--- src/shared/fetch_pkg.sv ---
// constants and types for the fetch and program counter sequencer
package fetch_pkg;
    // 12, 13 or 14 according to program memory size
    localparam int PC_W      = 13;
    localparam int STK_DEPTH = 8;
    localparam int STK_IW    = 3;
    localparam logic [PC_W-1:0] RESET_VECTOR = 13'h0000;
    localparam logic [PC_W-1:0] IRQ_VECTOR   = 13'h0004;

    localparam logic [7:0] OFS_PCL    = 8'h00;
    localparam logic [7:0] OFS_CTRL   = 8'h04;
    localparam logic [7:0] OFS_STATUS = 8'h08;
    localparam logic [7:0] OFS_ACC    = 8'h0C;
    localparam int CTRL_RUN_BIT  = 0;
    localparam int CTRL_IEN_BIT  = 1;
    localparam logic [1:0] CTRL_RESET = 2'h1;
    localparam int STAT_PHASE_POS = 16;
    localparam int STAT_CNT_POS   = 20;
    localparam int STAT_ZERO_POS  = 24;

    // instruction class in bits 15:13, operand below
    typedef enum logic [2:0] {
        OP_ALU, OP_JUMP, OP_CALL, OP_RET, OP_INTERRUPT_RETURN_INSTR, OP_SKZ, OP_SKNZ, OP_NOP
    } op_t;
    typedef enum logic [3:0] {
        FN_LOAD, FN_ADD, FN_SUB, FN_AND, FN_OR, FN_XOR,
        FN_RR, FN_RL, FN_INC, FN_DEC, FN_KEEP
    } alu_fn_t;
    typedef enum logic [1:0] {
        PH_FETCH, PH_DEC, PH_EXE, PH_DONE
    } phase_t;
endpackage

--- src/hdl/fetch_pipeline_pc_control.sv ---
// instruction fetch, execute sequencing and program counter with apb access
`timescale 1ns/1ns
module fetch_pipeline_pc_control
    import fetch_pkg::*;
(
    // clock and reset
    input  wire logic            pclk,
    input  wire logic            presetn,
    // apb slave
    input  wire logic            psel,
    input  wire logic            penable,
    input  wire logic            pwrite,
    input  wire logic [7:0]      paddr,
    input  wire logic [31:0]     pwdata,
    output logic      [31:0]     prdata,
    output logic                 pready,
    output logic                 pslverr,
    // program memory
    output logic      [PC_W-1:0] pm_addr,
    output logic                 pm_rd,
    input  wire logic [15:0]     pm_data,
    // interrupt request pin and acknowledge
    input  wire logic            irq_pin,
    output logic                 int_ack,
    // phase strobes, one-hot
    output logic      [3:0]      instruction_phases
);

    typedef struct packed {
        phase_t                          phase;
        logic [3:0]                      ph_oh;
        logic [PC_W-1:0]                 pc;
        logic [PC_W-1:0]                 fetch_addr;
        logic [PC_W-1:0]                 exec_addr;
        logic [15:0]                     ir;
        logic                            ir_valid;
        logic                            pm_rd;
        logic [7:0]                      acc;
        logic                            zero;
        logic [STK_DEPTH-1:0][PC_W-1:0]  stk;
        logic [STK_IW-1:0]               stk_top;
        logic [STK_IW:0]                 stk_cnt;
        logic [1:0]                      ctrl;
        logic                            pcl_wr_pend;
        logic [7:0]                      pcl_wdata;
        logic                            irq_s1;
        logic                            irq_s2;
        logic                            irq_last;
        logic                            irq_pend;
        logic                            int_ack;
        logic [31:0]                     prdata;
        logic                            pready;
        logic                            pslverr;
    } state_t;

    state_t st_reg;
    state_t st_next;

    ////////////////////////////////////////////////////////////////////
    // decode helpers
    op_t       op;
    alu_fn_t   fn;
    logic [7:0] imm;
    logic [7:0] alu_res;
    logic       skip_hit;

    assign op  = op_t'(st_reg.ir[15:13]);
    assign fn  = alu_fn_t'(st_reg.ir[11:8]);
    assign imm = st_reg.ir[7:0];

    // eight bit datapath shared by arithmetic, logic and rotate operations
    always_comb begin
        unique case (fn)
            FN_LOAD: alu_res = imm;
            FN_ADD:  alu_res = st_reg.acc + imm;
            FN_SUB:  alu_res = st_reg.acc - imm;
            FN_AND:  alu_res = st_reg.acc & imm;
            FN_OR:   alu_res = st_reg.acc | imm;
            FN_XOR:  alu_res = st_reg.acc ^ imm;
            FN_RR:   alu_res = {st_reg.acc[0], st_reg.acc[7:1]};
            FN_RL:   alu_res = {st_reg.acc[6:0], st_reg.acc[7]};
            FN_INC:  alu_res = st_reg.acc + 8'h01;
            FN_DEC:  alu_res = st_reg.acc - 8'h01;
            default: alu_res = st_reg.acc;
        endcase
    end

    // branch decision from the alu zero flag
    assign skip_hit = (op == OP_SKZ  &&  st_reg.zero) ||
                      (op == OP_SKNZ && !st_reg.zero);

    ////////////////////////////////////////////////////////////////////
    // apb decode
    logic apb_setup;
    logic apb_done;
    logic mapped;
    logic [31:0] rd_val;

    assign apb_setup = psel && !penable;
    assign apb_done  = psel && penable && st_reg.pready;
    assign mapped    = paddr == OFS_PCL || paddr == OFS_CTRL ||
                       paddr == OFS_STATUS || paddr == OFS_ACC;

    always_comb begin
        rd_val = 32'h00000000;
        unique case (paddr)
            // only the low byte of the counter is visible
            OFS_PCL:  rd_val[7:0] = st_reg.exec_addr[7:0];
            OFS_CTRL: rd_val[1:0] = st_reg.ctrl;
            OFS_STATUS: begin
                rd_val[PC_W-1:0] = st_reg.exec_addr;
                rd_val[STAT_PHASE_POS +: 2] = st_reg.phase;
                rd_val[STAT_CNT_POS +: STK_IW+1] = st_reg.stk_cnt;
                rd_val[STAT_ZERO_POS] = st_reg.zero;
            end
            OFS_ACC:  rd_val[7:0] = st_reg.acc;
            default:  rd_val = 32'h00000000;
        endcase
    end

    ////////////////////////////////////////////////////////////////////
    // next state
    logic [STK_IW-1:0] push_idx;
    logic              irq_edge;
    logic              irq_take;
    logic              flush;

    assign push_idx = st_reg.stk_top + STK_IW'(1);
    assign irq_edge = st_reg.irq_s2 && !st_reg.irq_last;

    always_comb begin
        st_next = st_reg;
        st_next.irq_s1   = irq_pin;
        st_next.irq_s2   = st_reg.irq_s1;
        st_next.irq_last = st_reg.irq_s2;
        st_next.int_ack  = 1'b0;
        st_next.pm_rd    = 1'b0;
        irq_take = 1'b0;
        flush    = 1'b0;

        // register bus, zero wait state answer one cycle after setup
        st_next.pready  = apb_setup;
        st_next.pslverr = apb_setup && !mapped;
        st_next.prdata  = apb_setup && !pwrite ? rd_val : 32'h00000000;
        if (apb_done && pwrite) begin
            if (paddr == OFS_PCL) begin
                st_next.pcl_wr_pend = 1'b1;
                st_next.pcl_wdata   = pwdata[7:0];
            end
            if (paddr == OFS_CTRL)
                st_next.ctrl = pwdata[1:0];
        end

        if (st_reg.ctrl[CTRL_RUN_BIT]) begin
            st_next.phase = phase_t'(st_reg.phase + 2'd1);
            st_next.ph_oh = {st_reg.ph_oh[2:0], st_reg.ph_oh[3]};
            unique case (st_reg.phase)
                PH_FETCH: begin
                    // fetch the next word while the current one executes
                    st_next.fetch_addr = st_reg.pc;
                    st_next.pm_rd      = 1'b1;
                    st_next.pc         = st_reg.pc + PC_W'(1);
                end
                PH_DEC, PH_EXE: begin
                    // operands settle, nothing commits yet
                end
                PH_DONE: begin
                    if (st_reg.ir_valid) begin
                        unique case (op)
                            OP_ALU: begin
                                st_next.acc  = alu_res;
                                st_next.zero = alu_res == 8'h00;
                            end
                            OP_JUMP: begin
                                st_next.pc = st_reg.ir[PC_W-1:0];
                                flush = 1'b1;
                            end
                            OP_CALL: begin
                                // the discarded prefetch is the return
                                st_next.stk[push_idx] = st_reg.fetch_addr;
                                st_next.stk_top = push_idx;
                                if (st_reg.stk_cnt != STK_DEPTH)
                                    st_next.stk_cnt = st_reg.stk_cnt + 1'b1;
                                st_next.pc = st_reg.ir[PC_W-1:0];
                                flush = 1'b1;
                            end
                            OP_RET, OP_INTERRUPT_RETURN_INSTR: begin
                                st_next.pc = st_reg.stk[st_reg.stk_top];
                                st_next.stk_top = st_reg.stk_top - 1'b1;
                                if (st_reg.stk_cnt != '0)
                                    st_next.stk_cnt = st_reg.stk_cnt - 1'b1;
                                if (op == OP_INTERRUPT_RETURN_INSTR)
                                    st_next.ctrl[CTRL_IEN_BIT] = 1'b1;
                                flush = 1'b1;
                            end
                            OP_SKZ, OP_SKNZ: begin
                                flush = skip_hit;
                            end
                            default: begin
                            end
                        endcase
                    end
                    // interrupt waits for a free stack level and no branch
                    irq_take = st_reg.irq_pend && !flush &&
                               st_reg.ctrl[CTRL_IEN_BIT] &&
                               st_reg.stk_cnt != STK_DEPTH;
                    if (irq_take) begin
                        st_next.stk[push_idx] = st_reg.fetch_addr;
                        st_next.stk_top = push_idx;
                        st_next.stk_cnt = st_reg.stk_cnt + 1'b1;
                        st_next.pc = IRQ_VECTOR;
                        st_next.ctrl[CTRL_IEN_BIT] = 1'b0;
                        st_next.int_ack = 1'b1;
                        flush = 1'b1;
                    end
                    // software jump within the page of the current word
                    if (st_reg.pcl_wr_pend) begin
                        st_next.pc = {st_reg.exec_addr[PC_W-1:8],
                                      st_reg.pcl_wdata};
                        st_next.pcl_wr_pend = 1'b0;
                        flush = 1'b1;
                    end
                    // prefetched word becomes current, or a dummy slot
                    st_next.ir        = pm_data;
                    st_next.exec_addr = st_reg.fetch_addr;
                    st_next.ir_valid  = !flush;
                end
                default: begin
                end
            endcase
        end

        // a new edge in the ack cycle is kept, set wins over clear
        if (irq_take)
            st_next.irq_pend = 1'b0;
        if (irq_edge)
            st_next.irq_pend = 1'b1;
        // a write landing with the pending jump is kept for the next cycle
        if (apb_done && pwrite && paddr == OFS_PCL)
            st_next.pcl_wr_pend = 1'b1;
    end

    ////////////////////////////////////////////////////////////////////
    // state register
    always_ff @(posedge pclk or negedge presetn) begin
        if (!presetn) begin
            st_reg             <= '0;
            st_reg.phase       <= PH_FETCH;
            st_reg.ph_oh       <= 4'h1;
            st_reg.pc          <= RESET_VECTOR;
            st_reg.fetch_addr  <= RESET_VECTOR;
            st_reg.exec_addr   <= RESET_VECTOR;
            st_reg.ctrl        <= CTRL_RESET;
            st_reg.stk_top     <= '1;
        end else begin
            st_reg <= st_next;
        end
    end

    ////////////////////////////////////////////////////////////////////
    // outputs straight from state
    assign prdata             = st_reg.prdata;
    assign pready             = st_reg.pready;
    assign pslverr            = st_reg.pslverr;
    assign pm_addr            = st_reg.fetch_addr;
    assign pm_rd              = st_reg.pm_rd;
    assign int_ack            = st_reg.int_ack;
    assign instruction_phases = st_reg.ph_oh;

endmodule

--- config.mk ---
export PLATFORM = sky130hd
export DESIGN_NAME = fetch_pipeline_pc_control
export DESIGN_NICKNAME = d
export VERILOG_FILES = /design/src/shared/fetch_pkg.sv /design/src/hdl/fetch_pipeline_pc_control.sv
export SDC_FILE = /design/constraint.sdc
export NUM_CORES = 1
export LEC_CHECK = 0
export ABC_AREA = 1
export BUFFER_PORTS_ARGS = -buffer_cell sky130_fd_sc_hd__buf_2
export CORE_UTILIZATION = 45
export DETAILED_ROUTE_END_ITERATION = 16
export GPL_TIMING_DRIVEN = 1
export PLACE_DENSITY = 0.66
export SLEW_MARGIN = 30
export SYNTH_ARGS = -nofsm -noshare
export SYNTH_HDL_FRONTEND = slang
export SYNTH_SLANG_ARGS = --single-unit
--- constraint.sdc ---
create_clock -name pclk -period 2.9 [get_ports pclk]
set_clock_uncertainty 0.2 [all_clocks]
set_input_delay 0.145 -clock pclk [delete_from_list [all_inputs] [get_ports pclk]]
set_output_delay 0.145 -clock pclk [all_outputs]
set_load 0.02 [all_outputs]
==> results.py, run 1 <==
metrics = {
    "route": {
        "met1_length_mm": 14.2,
        "drtAntennaViolNets": 0,
        "wl_met2_mm": 15.4,
        "top_layer": "met4",
        "drc_errors": 0,
        "firstDrtPassIters": 6,
        "num_vias": 10200,
        "routedWlPerCell_um": 17.5,
        "drtIter0Drc": 953,
        "via_per_inst": 5.40,
        "wl_mm": 33.1,
        "wl_met3_mm": 2.08,
    },
    "layout": {
        "largest_register_ffs": 163,
        "diodes": 0,
        "drive_above_1_share_pct": 16.2,
        "final_common_cell": "nand2_1",
        "final_cell_mix": "nand2_1, dfrtp_1, o21ai_0",
        "final_core_util_pct": 54.2,
        "area_delta_synth_final_pct": 17.3,
        "nNetsFinal": 1640,
    },
    "pwr": {
        "p_per_area_nw_per_um2": 484,
        "p_leak_uw": 0.00641,
        "finalPower_uw": 6650,
        "peakVddDrop_mv": 0.524,
    },
    "yosys": {
        "ys_seq_area_share_pct": 47.3,
        "avgSynthCellArea_um2": 8.09,
        "synth-main-ff-cell": "dfrtp_1",
        "ys_types": 56,
        "synth_area_um2": 11700,
        "syn-instance-count": 1446,
        "async_flop_share_pct": 100,
        "ys_warn_count": 0,
        "synth-seq-cells": 221,
        "synth-edff-count": 0,
    },
    "timing": {
        "period_minus_slack_ns": 2.72,
        "period_share_pct": 93.8,
        "worst_pin_slew_ns": 0.660,
        "maxSlewViolCount": 0,
        "finalHoldViolations": 0,
        "setup-violations-final": 0,
        "relSlewSlack_pct": 55.9,
        "fin_ws_ns": 0.180,
        "clock.fmax_mhz": 368,
    },
    "setup_path": {
        "cp_max_fo": 7,
        "path_cells": "inv_2, nand2_1, nor2_2, nor2_4, o21ai_0, o21ai_1, ha_1, buf_4, nand3_1, nand2_1, nand2_1, nand2_1, nor2_1, nor2_1, nor2_1, nor2_1, nand3_1, nor2_1, nand2_1, nand2_1",
        "critical_path_depth": 20,
        "cpMostUsedCell": "nand2_1",
        "worst_setup_path_start_kind": "flop",
        "crit_type": "flop to flop",
        "crit_buf_inv": 2,
        "cp_data_arrival_time_ns": 2.96,
        "critical_path.endpoint_type": "flop",
        "slowest_stage": "dfrtp_1",
        "crit_path_max_incr_delay_ns": 0.45,
        "r2r_cells": 20,
        "cp_top_family": "simple AND/OR/NAND/NOR gates",
        "critPathRequiredTime_ns": 3.14,
    },
    "die": {
        "rows": 58,
        "die_w_um": 163,
        "dieArea_um2": 26700,
        "initial_core_util_pct": 46.2,
        "ios": 115,
        "coreArea_um2": 25300,
        "die_y_um": 163,
    },
    "status": {
        "status": "complete, no violations",
    },
    "clocking": {
        "cts-buffers-inserted": 26,
        "cts_tree": "built",
        "clock_latency_ns": 0.54,
        "cts_buffer_depth": 3,
        "root_buffer": "clkbuf_16",
        "htree_levels": 1,
        "cts.reportedPaths.clkPinSlew_ns": 0.06,
        "cts_sinks": 221,
    },
    "hold_path": {
        "hold_path_class": "primary input to flop",
        "hold_depth": 8,
    },
    "place": {
        "io_buffers": 78,
        "dp_slack_ns": -0.0220,
        "routabilityCongestion": 0.932,
        "dpl.hpwl_mm": 22.2,
    },
    "grt": {
        "grt_pass1_wl_mm": 51.8,
        "grt_pass1_vias": 9704,
        "gr-total-overflow": 0,
        "track_usage_pct": 25.1,
        "antenna_found_initial": 0,
        "grt_max_degree": 66,
    },
    "flow_run": {
        "maxCapViolCount": 0,
    },
}
logic make-up (layout without fill, tap and decap cells):
kind of cell	count (synthesis)	in the layout	synth area share, %
simple gates	634	634	22.9
compound gates	319	319	15.7
flops	221	221	47.3
buf+inv	221	327	9.16
fa+ha+maj	33	33	3.59
xor+xnor	11	11	0.823
mux	6	6	0.577
other cells	1	12	0.0320
layout make-up:
class	count	area (µm²)
fillers	2309	11600
well taps	330	413
flip-flops and latches	221	5540
inverters	118	458
repair buffers	163	1190
clock inverters	10	119
multi-input cells	1015	5250
clock buffers	36	758
worst reg2reg max path, stage by stage, from the launching register on:
cell	delay, ns
dfrtp_1	0.45
inv_2	0.09
nand2_1	0.11
nor2_2	0.06
nor2_4	0.19
o21ai_0	0.13
o21ai_1	0.10
ha_1	0.26
buf_4	0.17
nand3_1	0.11
nand2_1	0.08
nand2_1	0.08
nand2_1	0.05
nor2_1	0.09
nor2_1	0.05
nor2_1	0.14
nor2_1	0.07
nand3_1	0.06
nor2_1	0.04
nand2_1	0.06
nand2_1	0.04
path summary, 6_finish.rpt:
kind	startpoint	endpoint	slack [ns]
max in group asynchronous	presetn	fn[1]	1.48
hold reg to reg	st_next[36]	st_reg[36]	0.19
hold / removal	paddr[4]	prdata[3]	0.02
setup / recovery	fn[3]	st_reg[161]	0.18
setup reg to reg	fn[3]	st_reg[161]	0.18
min in group asynchronous	presetn	st_reg[108]	0.39
synthesized netlist by cell type (all sizes together), types with 13 or more instances:
library cell	instances	area, µm²
buf	73	492
inv	116	450
dfrtp	216	5410
ha	32	400
nand3	85	435
o21ai	204	1040
nand2	418	1620
clkbuf	30	123
nand4	13	81.3
nor2	91	392
nor3	20	100
a21oi	63	315
what timing repair did:
action | CTS | global route
resized for setup | 3 | 41
hold buffers | 40 | 0
endpoints found under the setup margin | 2 | 5
setup buffers | 1 | 5
hold endpoints to repair | 261 | 0
pin swaps | 2 | 9
per-stage QoR:
step / hold slack, ns / cells / area [µm²] / TNS [ns]
final: 0.0207 / 1893 / 13700 / 0
after global routing: 0.0502 / 1893 / 13700 / -0.0251
after CTS: 0.00818 / 1888 / 13600 / 0
after detailed placement: -0.0349 / 1801 / 12300 / -0.0220
after global placement: -0.0370 / 1801 / 12300 / 0
after floorplan: -0.351 / 1457 / 11700 / 0
report_power, final:
part,leakage [µW],internal [µW],total [µW],switching (µW)
clock,0.000438,2000,3310,1310
sequential,0.00296,3100,3120,18.1
combinational,0.00301,84.7,221,136
total,0.00641,5190,6650,1460
metal layers:
layer  vias to the layer above  global-route usage [%]
li1                       4919                       -
met1                      4884                    33.0
met2                       331                    40.8
met3                        82                    4.39
met4                         0                    10.4
met5                         -                       0
Power figures use the tool's default switching activity.
==> inputs of run 2 (changes only) <==
Settings changed: PLACE_DENSITY 0.66 to 0.67.
==> run 2 against run 1 <==
Against the previous run:
- critical path depth grew 1
- fmax shrank 2.4%
- die area is the same
- design area is essentially flat
- non-clock buffer count grew 3
- combinational power shrank 2%
- first-iteration DRC count grew 11%
- total power grew 0.95%
- worst setup slack lost 0.067 ns
- via count is essentially flat
- flip-flop and latch count is the same
- critical path type unchanged
- largest cell class unchanged
- highest routed layer unchanged
==> results.py, run 2 (synthesized netlist as in run 1, its figures left out) <==
metrics = {
    "timing": {
        "clock.fmax_mhz": 359,
        "tns_ns": 0,
        "period_minus_slack_ns": 2.79,
        "period_share_pct": 96.1,
        "setup-violations-final": 0,
        "finalHoldViolations": 0,
        "rsz0062_at_grt": "yes",
        "worst_pin_slew_ns": 0.677,
        "relSlewSlack_pct": 54.7,
        "maxSlewViolCount": 0,
    },
    "layout": {
        "diodes": 0,
        "largest_register_ffs": 163,
        "nNetsFinal": 1642,
        "final_cell_mix": "nand2_1, dfrtp_1, o21ai_0",
        "final_area_um2": 13700,
        "area_delta_synth_final_pct": 17.4,
        "drive_above_1_share_pct": 16.5,
        "final_common_cell": "nand2_1",
    },
    "grt": {
        "gr-total-overflow": 0,
        "grt_max_degree": 75,
        "grt_pass1_vias": 9656,
        "antenna_found_initial": 1,
        "grt_pass1_wl_mm": 52.4,
        "track_usage_pct": 25.2,
    },
    "status": {
        "status": "complete, no violations",
    },
    "route": {
        "drc_errors": 0,
        "drtAntennaViolNets": 0,
        "wl_mm": 33.0,
        "routedWlPerCell_um": 17.4,
        "firstDrtPassIters": 6,
        "drtIter0Drc": 1061,
        "via_per_inst": 5.39,
        "num_vias": 10200,
    },
    "pwr": {
        "p_leak_uw": 0.00640,
        "peakVddDrop_mv": 0.571,
        "p_per_area_nw_per_um2": 489,
    },
    "setup_path": {
        "critical_path.endpoint_type": "flop",
        "cp_max_fo": 5,
        "crit_type": "flop to flop",
        "worst_setup_path_start_kind": "flop",
        "critPathRequiredTime_ns": 3.18,
        "cp_data_arrival_time_ns": 3.06,
    },
    "die": {
        "ios": 115,
        "dieArea_um2": 26700,
        "die_y_um": 163,
        "initial_core_util_pct": 46.2,
        "rows": 58,
        "die_w_um": 163,
        "coreArea_um2": 25300,
    },
    "clocking": {
        "htree_levels": 1,
        "cts-buffers-inserted": 25,
        "cts.reportedPaths.clkPinSlew_ns": 0.06,
        "root_buffer": "clkbuf_16",
        "cts_tree": "built",
        "cts_sinks": 221,
        "clock_latency_ns": 0.55,
        "cts_buffer_depth": 3,
    },
    "place": {
        "dpl.hpwl_mm": 22.7,
        "io_buffers": 78,
        "placed_area_um2": 12300,
        "routabilityCongestion": 0.908,
    },
    "hold_path": {
        "hold_path_class": "primary input to flop",
    },
    "flow_run": {
        "maxCapViolCount": 0,
    },
}
==> run 2: cell type report <==
| class | instances | area, µm² |
|---|---|---|
| Clock buffer | 37 | 761 |
| Inverter | 118 | 458 |
| Sequential cell | 221 | 5540 |
| Tap cell | 330 | 413 |
| Multi-Input combinational cell | 1015 | 5270 |
| Timing Repair Buffer | 166 | 1170 |
| Clock inverter | 8 | 130 |
| Fill cell | 2320 | 11600 |
==> run 2: worst max-delay path, stage by stage (launching register included) <==
cell and delay (ns):
dfrtp_1 0.40, inv_2 0.08, ha_2 0.18, inv_1 0.05, nor2_2 0.15, nand2_1 0.09
xor2_1 0.15, nand2_1 0.08, o21ai_2 0.07, ha_4 0.30, nand2_1 0.08, inv_1 0.07
nand4_1 0.15, nand3_2 0.13, nand2_1 0.06, nand3_1 0.08, nand2_1 0.05, nand2_1 0.08
nand3_1 0.08, nor2_1 0.10, nand2_1 0.05, nand2_1 0.05
==> run 2: timing repair <==
| action | CTS | global route |
|---|---|---|
| endpoints found under the setup margin | 0 | 6 |
| endpoints found under the hold margin | 254 | 0 |
| buffers inserted | 0 | 5 |
| hold buffers | 38 | 0 |
| resized for setup | 0 | 47 |
==> run 2: metrics by stage <==
| step | util [%] | total power, µW | instances | setup slack (ns) | hold WS, ns |
|---|---|---|---|---|---|
| after floorplan | - | 3250 | 1457 | 0.221 | -0.351 |
| after global placement | 48.5 | 3350 | 1807 | 0.0778 | -0.0446 |
| after detailed placement | 48.5 | 3350 | 1807 | 0.0513 | -0.0466 |
| after CTS | 53.6 | 6750 | 1890 | 0.0319 | 0.00665 |
| after global routing | 54.2 | 6910 | 1895 | -0.0686 | 0.0686 |
| final | 54.2 | 6710 | 1895 | 0.113 | 0.0364 |
==> run 2: path summary, 6_finish.rpt <==
check | startpoint | end | slack [ns] | depth (start not counted)
min in group asynchronous | presetn | st_reg[106] | 0.48 | 3
worst min register to register | st_next[36] | st_reg[36] | 0.20 | 0
worst max register to register | imm[0] | st_reg[161] | 0.11 | 21
max in group asynchronous | presetn | int_ack | 1.13 | 4
worst max-delay path | imm[0] | st_reg[161] | 0.11 | 21
worst min-delay path | paddr[1] | prdata[8] | 0.04 | 4
==> run 2: routing by layer <==
| metal | share of wire (%) | routed length [µm] | track usage (%) |
|---|---|---|---|
| met1 | 45 | 14800 | 35.4 |
| met2 | 47 | 15600 | 40.9 |
| met4 | 2.4 | 804 | 6.75 |
| met5 | 0 | 0 | 0 |
| met3 | 5.6 | 1840 | 3.30 |
==> run 2: power by group <==
group | internal, µW | switching [µW]
clock | 2080 | 1290
combinational | 79.0 | 137
sequential | 3100 | 17.6
total | 5260 | 1450
